File: src/shared/reset_seq_pkg.sv
/*
  Shared constants for the reset sequencer: machine-cycle timing, strobe
  phases, watchdog hold count and port reset values.
  Assumes one clock (clk, 25 MHz) standing for one oscillator period.
*/
package reset_seq_pkg;
  ////////////////////////////////////////////////////////////////////////
  // Machine-cycle timing
  localparam int unsigned OSC_PER_CYCLE = 12;
  localparam int unsigned STATES_PER_CYCLE = 6;
  localparam logic [2:0] STATE_LAST = 3'h5;
  localparam logic [2:0] STATE_S5 = 3'h4;
  localparam logic [2:0] STATE_S2 = 3'h1;
  localparam logic PHASE_1 = 1'b0;
  localparam logic PHASE_2 = 1'b1;
  localparam logic [1:0] RESET_CYCLES = 2'h2;
  // Watchdog hold
  localparam int unsigned WDOG_HOLD_RC_CYCLES = 768;
  localparam logic [9:0] WDOG_HOLD_LAST = 10'h2ff;
  // Reset values
  localparam logic [7:0] PORT_RESET = 8'hff;
  localparam logic [15:0] PC_RESET = 16'h0000;
  localparam int unsigned PORT_COUNT = 4;
  // Timing figures
  localparam int unsigned CLK_MHZ = 25;
  localparam int unsigned EXT_RESET_US = 50;
  localparam int unsigned EXT_RESET_CYCLES = EXT_RESET_US * CLK_MHZ;
  // Sequencer states
  typedef enum logic [3:0] {
    ST_RESET = 4'h1,
    ST_INIT = 4'h2,
    ST_WAIT = 4'h4,
    ST_RUN = 4'h8
  } seq_state_t;
endpackage

File: src/reset_sequencer.sv
/*
  Reset sequencer top: machine-cycle counters, reset sampling and procedure,
  port latch defaults, address latch strobe timing and oscillator watchdog.
  Assumes clk is one oscillator period and pin inputs are asynchronous.
*/
module reset_sequencer
  import reset_seq_pkg::*;
#(
  parameter logic [9:0] HOLD_LAST = WDOG_HOLD_LAST
) (
  input wire logic clk,
  input wire logic srst,
  input wire logic reset_pin,
  input wire logic rc_tick_pin,
  input wire logic main_edge_pin,
  input wire logic ext_fetch,
  input wire logic external_data_move,
  input wire logic data_strobe_active,
  input wire logic power_down_req,
  input wire logic ale_in,
  input wire logic program_read_strobe_in,
  output logic ale_out,
  output logic ale_oe_n,
  output logic program_read_strobe_out,
  output logic program_read_strobe_oe_n,
  output logic [7:0] port0_latch,
  output logic [7:0] port1_latch,
  output logic [7:0] port2_latch,
  output logic [7:0] port3_latch,
  output logic [15:0] pc_start,
  output logic cpu_reset,
  output logic cpu_run,
  output logic sfr_default_load,
  output logic addr_out_start,
  output logic use_rc_clock,
  output logic osc_failure_flag,
  output logic power_down,
  output logic test_mode_hazard
);
  import reset_seq_pkg::*;

  seq_state_t state_q;
  seq_state_t state_d;
  logic [1:0] reset_sync_q;
  logic [1:0] rc_sync_q;
  logic [1:0] main_sync_q;
  logic [1:0] ale_sync_q;
  logic [1:0] prs_sync_q;
  logic main_prev_q;
  logic rc_prev_q;
  logic [2:0] st_q;
  logic ph_q;
  logic reset_seen_q;
  logic [1:0] init_cnt_q;
  logic osc_failure_flag_q;
  logic pd_q;
  logic ale_q;
  logic prs_q;
  logic move_second_q;
  logic [7:0] port_q [PORT_COUNT];
  logic rc_tick;
  logic main_edge;
  logic wdog_req;
  logic wdog_fail;
  logic sample_pt;
  logic cycle_end;
  logic reset_level;
  logic in_reset;
  logic ale_slot;
  logic run_next;
  logic ale_suppress;

  ////////////////////////////////////////////////////////////////////////
  // Two-flop synchronisers; edge detectors read the second flop only
  always_ff @(posedge clk) begin
    if (srst) begin
      reset_sync_q <= 2'h0;
      rc_sync_q <= 2'h0;
      main_sync_q <= 2'h0;
      ale_sync_q <= 2'h0;
      prs_sync_q <= 2'h0;
      rc_prev_q <= 1'b0;
      main_prev_q <= 1'b0;
    end else begin
      reset_sync_q <= {reset_sync_q[0], reset_pin};
      rc_sync_q <= {rc_sync_q[0], rc_tick_pin};
      main_sync_q <= {main_sync_q[0], main_edge_pin};
      ale_sync_q <= {ale_sync_q[0], ale_in};
      prs_sync_q <= {prs_sync_q[0], program_read_strobe_in};
      rc_prev_q <= rc_sync_q[1];
      main_prev_q <= main_sync_q[1];
    end
  end

  assign rc_tick = rc_sync_q[1] && !rc_prev_q;
  assign main_edge = main_sync_q[1] && !main_prev_q;
  assign reset_level = reset_sync_q[1];

  ////////////////////////////////////////////////////////////////////////
  // Oscillator watchdog
  osc_watchdog #(
    .HOLD_LAST(HOLD_LAST)
  ) u_wdog (
    .clk(clk),
    .srst(srst),
    .rc_tick(rc_tick),
    .main_edge(main_edge),
    .use_rc_clock(use_rc_clock),
    .wdog_reset_req(wdog_req),
    .fail_event(wdog_fail)
  );

  ////////////////////////////////////////////////////////////////////////
  // State and phase counters: six states of two phases
  assign cycle_end = (st_q == STATE_LAST) && (ph_q == PHASE_2);
  assign sample_pt = (st_q == STATE_S5) && (ph_q == PHASE_2);

  always_ff @(posedge clk) begin
    if (srst) begin
      st_q <= 3'h0;
      ph_q <= PHASE_1;
    end else begin
      ph_q <= ~ph_q;
      if (ph_q == PHASE_2) begin
        st_q <= cycle_end ? 3'h0 : st_q + 3'h1;
      end
    end
  end

  // Reset sampled once per machine cycle
  always_ff @(posedge clk) begin
    if (srst) begin
      reset_seen_q <= 1'b1;
    end else if (sample_pt) begin
      reset_seen_q <= reset_level;
    end
  end

  ////////////////////////////////////////////////////////////////////////
  // Sequencer: reset, two-cycle procedure, wait for S5P1, run
  always_comb begin
    state_d = state_q;
    unique case (state_q)
      ST_RESET: begin
        if (cycle_end && !reset_seen_q && !wdog_req) begin
          state_d = ST_WAIT;
        end else if (cycle_end) begin
          state_d = ST_INIT;
        end
      end
      ST_INIT: begin
        // Procedure repeats each cycle while reset is still seen
        if (cycle_end && init_cnt_q == RESET_CYCLES - 2'h1 && !reset_seen_q && !wdog_req) begin
          state_d = ST_WAIT;
        end
      end
      ST_WAIT: begin
        if (reset_seen_q || wdog_req) begin
          state_d = ST_RESET;
        end else if (st_q == STATE_S5 && ph_q == PHASE_1) begin
          state_d = ST_RUN;
        end
      end
      ST_RUN: begin
        if (reset_seen_q || wdog_req) begin
          state_d = ST_RESET;
        end
      end
      default: state_d = ST_RESET;
    endcase
  end

  always_ff @(posedge clk) begin
    if (srst) begin
      state_q <= ST_RESET;
      init_cnt_q <= 2'h0;
    end else begin
      state_q <= state_d;
      if (state_q != ST_INIT) begin
        init_cnt_q <= 2'h0;
      end else if (cycle_end && init_cnt_q != RESET_CYCLES - 2'h1) begin
        init_cnt_q <= init_cnt_q + 2'h1;
      end
    end
  end

  assign in_reset = (state_q == ST_RESET) || (state_q == ST_INIT) || (state_q == ST_WAIT);
  assign cpu_reset = in_reset;
  assign cpu_run = state_q == ST_RUN;
  assign sfr_default_load = state_q == ST_INIT;
  assign addr_out_start = (state_q == ST_WAIT) && (state_d == ST_RUN);
  assign pc_start = PC_RESET;

  ////////////////////////////////////////////////////////////////////////
  // Port latches forced to ones by the procedure; RAM is not touched here
  always_ff @(posedge clk) begin
    for (int i = 0; i < PORT_COUNT; i++) begin
      if (srst || sfr_default_load) begin
        port_q[i] <= PORT_RESET;
      end
    end
  end

  assign port0_latch = port_q[0];
  assign port1_latch = port_q[1];
  assign port2_latch = port_q[2];
  assign port3_latch = port_q[3];

  ////////////////////////////////////////////////////////////////////////
  // Failure flag and power-down: only external reset clears them
  always_ff @(posedge clk) begin
    if (srst) begin
      osc_failure_flag_q <= 1'b1;
      pd_q <= 1'b0;
    end else begin
      if (wdog_fail) begin
        osc_failure_flag_q <= 1'b1;
      end else if (reset_seen_q) begin
        osc_failure_flag_q <= 1'b0;
      end
      if (reset_seen_q) begin
        pd_q <= 1'b0;
      end else if (power_down_req && cpu_run) begin
        pd_q <= 1'b1;
      end
    end
  end

  assign osc_failure_flag = osc_failure_flag_q;
  assign power_down = pd_q;

  ////////////////////////////////////////////////////////////////////////
  // Address latch strobe: high S1P2-S2P1 and S4P2-S5P1, falls S2P2/S5P2
  // Registered strobe is set one clock early: next clock is S1P2, S2P1, S4P2 or S5P1
  assign ale_slot = (st_q == 3'h0) || (st_q == 3'h3);
  // First strobe of run comes at the S5P1 where address output starts
  assign run_next = cpu_run || ((state_q == ST_WAIT) && !reset_seen_q && !wdog_req &&
                    (st_q == 3'h3) && (ph_q == PHASE_2));
  assign ale_suppress = move_second_q && data_strobe_active && (st_q <= STATE_S2);

  always_ff @(posedge clk) begin
    if (srst) begin
      move_second_q <= 1'b0;
    end else if (cycle_end) begin
      move_second_q <= external_data_move && !move_second_q;
    end
  end

  always_ff @(posedge clk) begin
    if (srst) begin
      ale_q <= 1'b0;
      prs_q <= 1'b1;
    end else begin
      ale_q <= run_next && ale_slot && !ale_suppress;
      prs_q <= !(cpu_run && ext_fetch && !move_second_q && ph_q == PHASE_1 &&
                 (st_q == 3'h3 || st_q == 3'h0));
    end
  end

  // Strobe pins released to inputs while reset is active
  assign ale_out = ale_q;
  assign program_read_strobe_out = prs_q;
  assign ale_oe_n = in_reset;
  assign program_read_strobe_oe_n = in_reset;
  assign test_mode_hazard = in_reset && (ale_sync_q[1] || !prs_sync_q[1]);
endmodule

File: src/osc_watchdog.sv
/*
  Oscillator watchdog: compares main oscillator edges with RC ticks, picks
  the clock source and holds a reset request after the main oscillator
  recovers. Assumes the RC tick and main edge inputs are synchronised.
*/
module osc_watchdog
  import reset_seq_pkg::*;
#(
  parameter logic [9:0] HOLD_LAST = WDOG_HOLD_LAST
) (
  input wire logic clk,
  input wire logic srst,
  input wire logic rc_tick,
  input wire logic main_edge,
  output logic use_rc_clock,
  output logic wdog_reset_req,
  output logic fail_event
);
  logic [1:0] rc_since_main_q;
  logic [1:0] rc_since_main_d;
  logic fail_q;
  logic [9:0] hold_q;
  logic hold_active_q;
  logic rc_faster;
  logic hold_done;

  //////////////////////////////////////////////////////////////////////////
  // Two RC ticks without a main edge means the RC clock runs faster
  assign rc_faster = rc_tick && (rc_since_main_q == 2'h1) && !main_edge;
  assign rc_since_main_d = main_edge ? 2'h0 : (rc_tick && rc_since_main_q != 2'h2 ?
                           rc_since_main_q + 2'h1 : rc_since_main_q);
  assign hold_done = hold_active_q && rc_tick && (hold_q == HOLD_LAST);
  assign use_rc_clock = fail_q || hold_active_q;
  assign wdog_reset_req = fail_q || hold_active_q;
  assign fail_event = rc_faster;

  // Failure detection; power-up starts in failure until main is seen
  always_ff @(posedge clk) begin
    if (srst) begin
      rc_since_main_q <= 2'h0;
      fail_q <= 1'b1;
    end else begin
      rc_since_main_q <= rc_since_main_d;
      if (rc_faster) begin
        fail_q <= 1'b1;
      end else if (main_edge && fail_q) begin
        fail_q <= 1'b0;
      end
    end
  end

  // Hold reset for the RC cycle count after recovery, then release
  always_ff @(posedge clk) begin
    if (srst) begin
      hold_q <= 10'h000;
      hold_active_q <= 1'b0;
    end else if (rc_faster) begin
      hold_q <= 10'h000;
      hold_active_q <= 1'b0;
    end else if (main_edge && fail_q) begin
      hold_q <= 10'h000;
      hold_active_q <= 1'b1;
    end else if (hold_done) begin
      hold_active_q <= 1'b0;
    end else if (hold_active_q && rc_tick) begin
      hold_q <= hold_q + 10'h001;
    end
  end
endmodule

File: config.mk
export PLATFORM = sky130hd
export DESIGN_NAME = reset_sequencer
export DESIGN_NICKNAME = d
export VERILOG_FILES = /design/src/shared/reset_seq_pkg.sv /design/src/reset_sequencer.sv /design/src/osc_watchdog.sv
export SDC_FILE = /design/constraint.sdc
export NUM_CORES = 1
export LEC_CHECK = 0
export BUFFER_PORTS_ARGS = -buffer_cell sky130_fd_sc_hd__buf_2
export CORE_ASPECT_RATIO = 0.9
export CORE_MARGIN = 2
export CORE_UTILIZATION = 45
export CTS_CLUSTER_SIZE = 25
export DETAILED_ROUTE_END_ITERATION = 10
export GPL_TIMING_DRIVEN = 0
export MAX_ROUTING_LAYER = met4
export PLACE_DENSITY = 0.72
export SLEW_MARGIN = 20
export SYNTH_ARGS = -nofsm -noshare
export SYNTH_HDL_FRONTEND = slang
export SYNTH_SLANG_ARGS = --single-unit
export TNS_END_PERCENT = 100
File: constraint.sdc
create_clock -name clk -period 2 [get_ports clk]
set_clock_uncertainty 0.1 [all_clocks]
set_input_delay 0.1 -clock clk [delete_from_list [all_inputs] [get_ports clk]]
set_output_delay 0.1 -clock clk [all_outputs]
set_load 0.01 [all_outputs]
==> impl_results.md, run 1 <==
- HPWL after DPL: 2900 µm
- Sw Pwr: 0.000418 W
- Least-Margin Pin Slew: 0.519 ns
- CTS clock-pin slew for the worst setup and hold paths: 0.09 ns
- First-pass GRT wire length: 6420 µm
- Relative slew margins: 65.3%
- CP Max Fanout: 6
- DR WL/cell: 10.0 µm
- Combinational power share: 13.1%
- Register bit total from synthesis: 42
- Most numerous cell in the Yosys netlist: buf_4
- # setup viols final: 0
- Fraction of layout cells with a size suffix above 1: 29.5%
- Core Area: 4800 µm²
- Top FF cell, synth: dfxtp_1
- Power per standard cell area: 581 nW/µm²
- Total Routing Usage GR: 15.3%
- Seq pwr share: 53.4%
- Ranking of synthesized cells by area: dfxtp_1 (38%), buf_4 (17%), ha_1 (4.5%)
- Grt total ovfl: 0
- Setup TNS: 0 ns
- CP arrival: 1.77 ns
- Site Rows: 24
- Syn avg cell area: 8.83 µm²
- Critical Path Start Type: flip-flop
- Layout area overhead: 25.8%
- CP required: 1.80 ns
- GP Congestion: 0.816
- Synthesized area: 2220 µm²
- CTS tree: built
- Synth warn: 0
- CTS Sinks: 42
- DR iter-0 viols: 39
- Area after DPL: 2580 µm²
- Number of detailed-route iterations in the first pass: 4
- Synth top cells by count: buf_4 (50), dfxtp_1 (42), nor2_1 (18)
- Fin crit share: 98.6%
- Hold crit path type: input port to flip-flop
- Antenna fix cells: 0
- Multi-input gate area: 1140 µm²
- Fmax: 507 MHz
- Via count: 1763
- Register area share after synthesis: 37.8%
- Sw Ratio: 25.7%
- Vias in the first global route: 1521
- Int Pwr: 0.00121 W
- Clk_lat worst skew: 0.30 ns
- WL final: 4020 µm
- Initial antenna violation count: 0
- Post-synth EDFFs: 0
- Asr flop ratio synth: 0%
- Max Cap Viol: 0
- Starting Density: 46.3%
- CTS max path bufs: 2
- Post-synth top area share: 37.8%
- Fin Hold WS: 0.0402 ns
- Final instance area: 2800 µm²
- Synth area leader: dfxtp_1
- CP Class: flip-flop to primary output
- Max Slew Vio Count: 0
- Largest net degree at the start of global routing: 15
- Static leakage: 1.25 nW
- Clock power frac: 33.5%
- RSZ-0062 raised after global routing: true
- Die H: 70.7 µm
- Filler instances: 446
- Total CTS buffers: 5
- Min Tclk post-route: 1.97 ns
- Outcome: finished, final reports clean
- Worst setup EP type: primary output
- Mapped Cells: 252
- Avg Vias per Cell: 4.40
- Post-route DRC violation count: 0
- Post-detailed-route count of antenna-violating nets: 0
- Port Buf Inserts: 21
- Fin nets: 354
- Die Area: 5520 µm²
- Distinct cells, synth: 49
- Storage cell area: 848 µm²
- VDD IR-drop max: 0.362 mV
- Die width: 78.1 µm
- CTS root buf: clkbuf_8
- Ports: 71
- Final Hold Viols: 0
- H-tree depth: 2
-- worst max-delay path, cell delays in order, from the launching register on --
cell	delay, ns
dfxtp_2	0.37
or4_4	0.57
inv_4	0.09
or3_2	0.14
a21boi_1	0.15
buf_2	0.14
-- power groups by stage --
| stage | combinational (W) | sequential (W) | clock, W |
|---|---|---|---|
| finish | 0.000214 | 0.000868 | 0.000544 |
| global route | 0.000236 | 0.000871 | 0.000607 |
| CTS | 0.000210 | 0.000867 | 0.000566 |
| detailed placement | 0.000197 | 0.000888 | 0 |
| global placement | 0.000195 | 0.000887 | 0 |
| floorplan | 0.000169 | 0.000886 | 0 |
-- cells by family after synthesis --
logic type,share of synthesized area [%]
other,0.338
xor gates and xnor gates,2.36
adders and majority gates,4.50
DFF,37.8
and+or+nand+nor,21.6
AOI/OAI and AO/OA,11.6
buffers and inverters,20.0
muxes,1.80
-- repair_timing --
action	in CTS	in global routing
hold buffers	8	0
hold endpoints to repair	8	0
pin swaps	1	0
setup buffers	1	0
setup endpoints to repair	5	2
resized for setup	8	2
-- placed cells by master, fill, tap and decap left out, types with 3 or more instances in the layout --
master and instances:
nor2_1 18, a21oi_1 12, buf_2 23, o31ai_1 3
dfxtp_1 38, mux2i_1 4, nor3_1 4, o21ai_0 8
nand2_1 11, nand3b_1 4, or3_1 3, ha_1 8
inv_1 10, dlygate4sd3_1 8, clkbuf_8 5, xor2_1 3
conb_1 48, nand3_1 6, nor2b_1 13, xnor2_1 3
dfxtp_2 3, buf_4 51, clkbuf_1 4, o211ai_1 3
-- sequential cells by signal (all words and copies together) (netlist names) --
name and count:
move_second_q 1, power_down 1, reset_seen_q 1, prs_sync_q 2, u_wdog.fail_q 1, st_q 3
rc_sync_q 2, rc_prev_q 1, main_sync_q 2, main_prev_q 1, ph_q 1, init_cnt_q 2
program_read_strobe_out 1, ale_sync_q 2, ale_out 1, u_wdog.hold_q 10, reset_sync_q 2, osc_failure_flag 1
u_wdog.rc_since_main_q 2, state_q 4, u_wdog.hold_active_q 1
-- area by class of cell --
class                           instances  area share, %
Timing Repair Buffer                   30           6.89
Inverter                               12           1.70
Sequential cell                        42           30.3
Clock buffer                            5           2.46
Buffer                                 56           14.3
Multi-Input combinational cell        188           40.7
Tap cell                               65           2.91
Clock inverter                          3          0.760
-- metal layers --
layer	wire length (µm)	up-vias	GRT usage, %
met1	1820	765	17.2
met4	75	0	6.63
met5	0	-	-
met2	1820	70	25.2
met3	303	6	4.85
li1	-	922	-
-- final timing paths --
path	from	endpoint	slack, ns	cells after the start
max reg2reg	st_q[0]	init_cnt_q[1]	0.24	5
max	state_q[2]	test_mode_hazard	0.03	5
min reg2reg	prs_sync_q[0]	prs_sync_q[1]	0.34	1
min	data_strobe_active	ale_out	0.04	3
-- stage by stage --
stage / setup WS, ns / utilization [%] / power (W) / std cells
floorplan: 0.294 / - / 0.00106 / 298
global placement: 0.201 / 53.8 / 0.00108 / 384
detailed placement: 0.0738 / 53.8 / 0.00109 / 384
CTS: 0.0264 / 57.9 / 0.00164 / 401
global route: -0.0366 / 58.2 / 0.00171 / 401
finish: 0.0283 / 58.2 / 0.00163 / 401
Note: power is estimated with default switching activity, not from simulation.
==> run 2: changes to the inputs <==
Settings changed: CELL_PAD_IN_SITES_DETAIL_PLACEMENT set to 0, CELL_PAD_IN_SITES_GLOBAL_PLACEMENT set to 1, CORE_UTILIZATION 45 to 37, PLACE_DENSITY 0.72 to unset, PLACE_DENSITY_LB_ADDON set to 0.1.
==> impl_results.md, run 2 (synthesis gave the netlist of run 1 again) <==
- Vias in the first global route: 1446 (-4.9%)
- Antenna fix cells: 0 (unchanged)
- Final setup margin: 0.0567 ns (+0.0283 ns)
- Layout area overhead: 29.2%
- Final Hold Viols: 0 (unchanged)
- DR WL/cell: 10.2 µm (+1.7%)
- Largest net degree at the start of global routing: 15 (unchanged)
- Max reg flops: 10 (unchanged)
- Fmax: 515 MHz (+1.5%)
- Outcome: finished, final reports clean
- Power per standard cell area: 610 nW/µm² (+4.9%)
- Avg Vias per Cell: 4.29 (-2.5%)
- RSZ-0062 raised after global routing: false
- Fin nets: 357 (+0.85%)
- Die Area: 6650 µm² (+20%)
- Static leakage: 1.29 nW (+3.2%)
- Worst setup EP type: primary output
- Slowest stage cell, crit path: or4_4
- Max Cap Viol: 0 (unchanged)
- Hold Crit Depth: 3 (unchanged)
- Hold crit path type: input port to flip-flop
- HPWL after DPL: 2980 µm (+2.6%)
- DR iter-0 viols: 53 (+36%)
- First-pass GRT wire length: 6620 µm (+3.2%)
- CTS max path bufs: 2 (unchanged)
- CTS tree: built
- Total CTS buffers: 5 (unchanged)
- Least-Margin Pin Slew: 0.515 ns (-0.00349 ns)
- Die H: 77.6 µm (+9.7%)
- CTS clock-pin slew for the worst setup and hold paths: 0.09 ns (about the same)
- Worst reg2reg path depth: 4 (-1)
- CTS root buf: clkbuf_8
- CP required: 1.80 ns (about the same)
- Grt total ovfl: 0 (unchanged)
- CP arrival: 1.74 ns (-0.03 ns)
- CP delay by family, top: simple AND/OR/NAND/NOR gates
- Initial antenna violation count: 0 (unchanged)
- Largest Register: u_wdog.hold_q
- Port Buf Inserts: 21 (unchanged)
- CTS Sinks: 42 (unchanged)
- Critical Path Start Type: flip-flop
- WL final: 4170 µm (+3.8%)
- Setup TNS: 0 ns (unchanged)
- Slowest stage delay, CP: 0.57 ns (about the same)
- Filler instances: 569 (+28%)
- VDD IR-drop max: 0.313 mV (-14%)
- Worst path bufs/invs: 3 (+1)
- R2r startpoint: main_sync_q[1]
- Clk_lat worst skew: 0.30 ns (about the same)
- Multi-input gate area: 1150 µm² (+1.4%)
- Pre-CTS WS: 0.0873 ns (+0.0135 ns)
- Relative slew margins: 65.6% (+0.23 points)
- Most frequent cells in the layout: buf_4 (54), conb_1 (48), dfxtp_1 (38)
- GP Congestion: 0.722 (-12%)
- Ports: 71 (unchanged)
- Total Routing Usage GR: 12.9% (-2.4 points)
- Fraction of layout cells with a size suffix above 1: 30.4% (+0.92 points)
- Core Area: 5760 µm² (+20%)
- Storage cell area: 856 µm² (+0.88%)
- Reg-to-reg endpoint: u_wdog.hold_q[6]
- Starting Density: 38.6% (-7.7 points)
- Max Slew Vio Count: 0 (unchanged)
- H-tree depth: 2 (unchanged)
- Post-detailed-route count of antenna-violating nets: 0 (unchanged)
- Min Tclk post-route: 1.94 ns (-0.0283 ns)
- Post-route DRC violation count: 0 (unchanged)
- CP Max Fanout: 4 (-2)
- Site Rows: 26 (+8.3%)
- Crit-path cells: inv_2, or4_4, inv_4, or3_4, a21boi_2, buf_2
- WHS Endpoint: ale_out
- Register-to-register setup slack: 0.26 ns (+0.02 ns)
- Most common cell after layout, fill and taps aside: buf_4
- Number of detailed-route iterations in the first pass: 6 (+2)
- Die width: 85.7 µm (+9.8%)
- Worst hold path startpoint: data_strobe_active
- Largest registers: u_wdog.hold_q x10, state_q x4, st_q x3
- Fin crit share: 97.2% (-1.4 points)
- Via count: 1753 (-0.57%)
- CP Class: flip-flop to primary output
- Pwr Total: 0.00175 W (+7.7%)
- # setup viols final: 0 (unchanged)
==> run 2: cell count changes in the layout (fill, tap and decap cells not counted), sizes merged <==
cell	change
buf	+3
clkinv	-2
bufinv	+1
clkinvlp	+1
==> run 2: worst max-delay path by stage <==
stage	from	endpoint	slack (ns)	cells after the start
after global routing	state_q[1]	test_mode_hazard	0.001	6
after global placement	state_q[2]	test_mode_hazard	0.09	4
after CTS	state_q[0]	test_mode_hazard	0.01	5
final	state_q[1]	test_mode_hazard	0.06	6
after detailed placement	state_q[2]	test_mode_hazard	0.09	4
after floorplan	state_q[1]	test_mode_hazard	0.29	5
==> run 2: area by class of cell <==
class	instances	area share (%)
Inverter	12	1.65
Clock buffer	5	2.39
Sequential cell	42	29.8
Timing Repair Buffer	33	7.49
Tap cell	70	3.05
Clock inverter	3	1.57
Buffer	56	13.9
Multi-Input combinational cell	188	40.1
==> run 2: layer usage <==
layer	wire (µm)	global-route usage (%)	vias up
li1	-	-	933
met1	2120	16.9	750
met2	1680	18.5	64
met3	277	2.77	6
met4	81	7.14	0
met5	0	-	-
==> run 2: metrics by stage <==
step | util (%) | hold slack (ns) | instances | instance area (µm²)
finish | 49.9 | 0.0424 | 409 | 2870
global route | 49.9 | 0.0390 | 409 | 2870
CTS | 48.7 | 0.0315 | 405 | 2810
detailed placement | 45.0 | 0.189 | 389 | 2590
global placement | 45.0 | 0.198 | 389 | 2590
floorplan | - | 0.0739 | 298 | 2400
==> run 2: worst reg2reg max path: stages (launching register included) <==
cell,delay [ns]
dfxtp_1,0.34
nor2b_1,0.37
o211ai_2,0.28
or4_1,0.52
nand2_1,0.07
==> run 2: repair_timing <==
item | in CTS | in global routing
endpoints found under the hold margin | 8 | 0
resized for setup | 7 | 9
buffers inserted | 0 | 4
setup endpoints to repair | 5 | 4
pin swaps | 1 | 1
hold buffers | 8 | 0
==> run 2: report_power, final <==
part	leakage [nW]	internal [W]	switching (W)
registers	0.345	0.000851	0.0000131
clock network	0.0504	0.000371	0.000302
logic	0.896	0.000108	0.000106
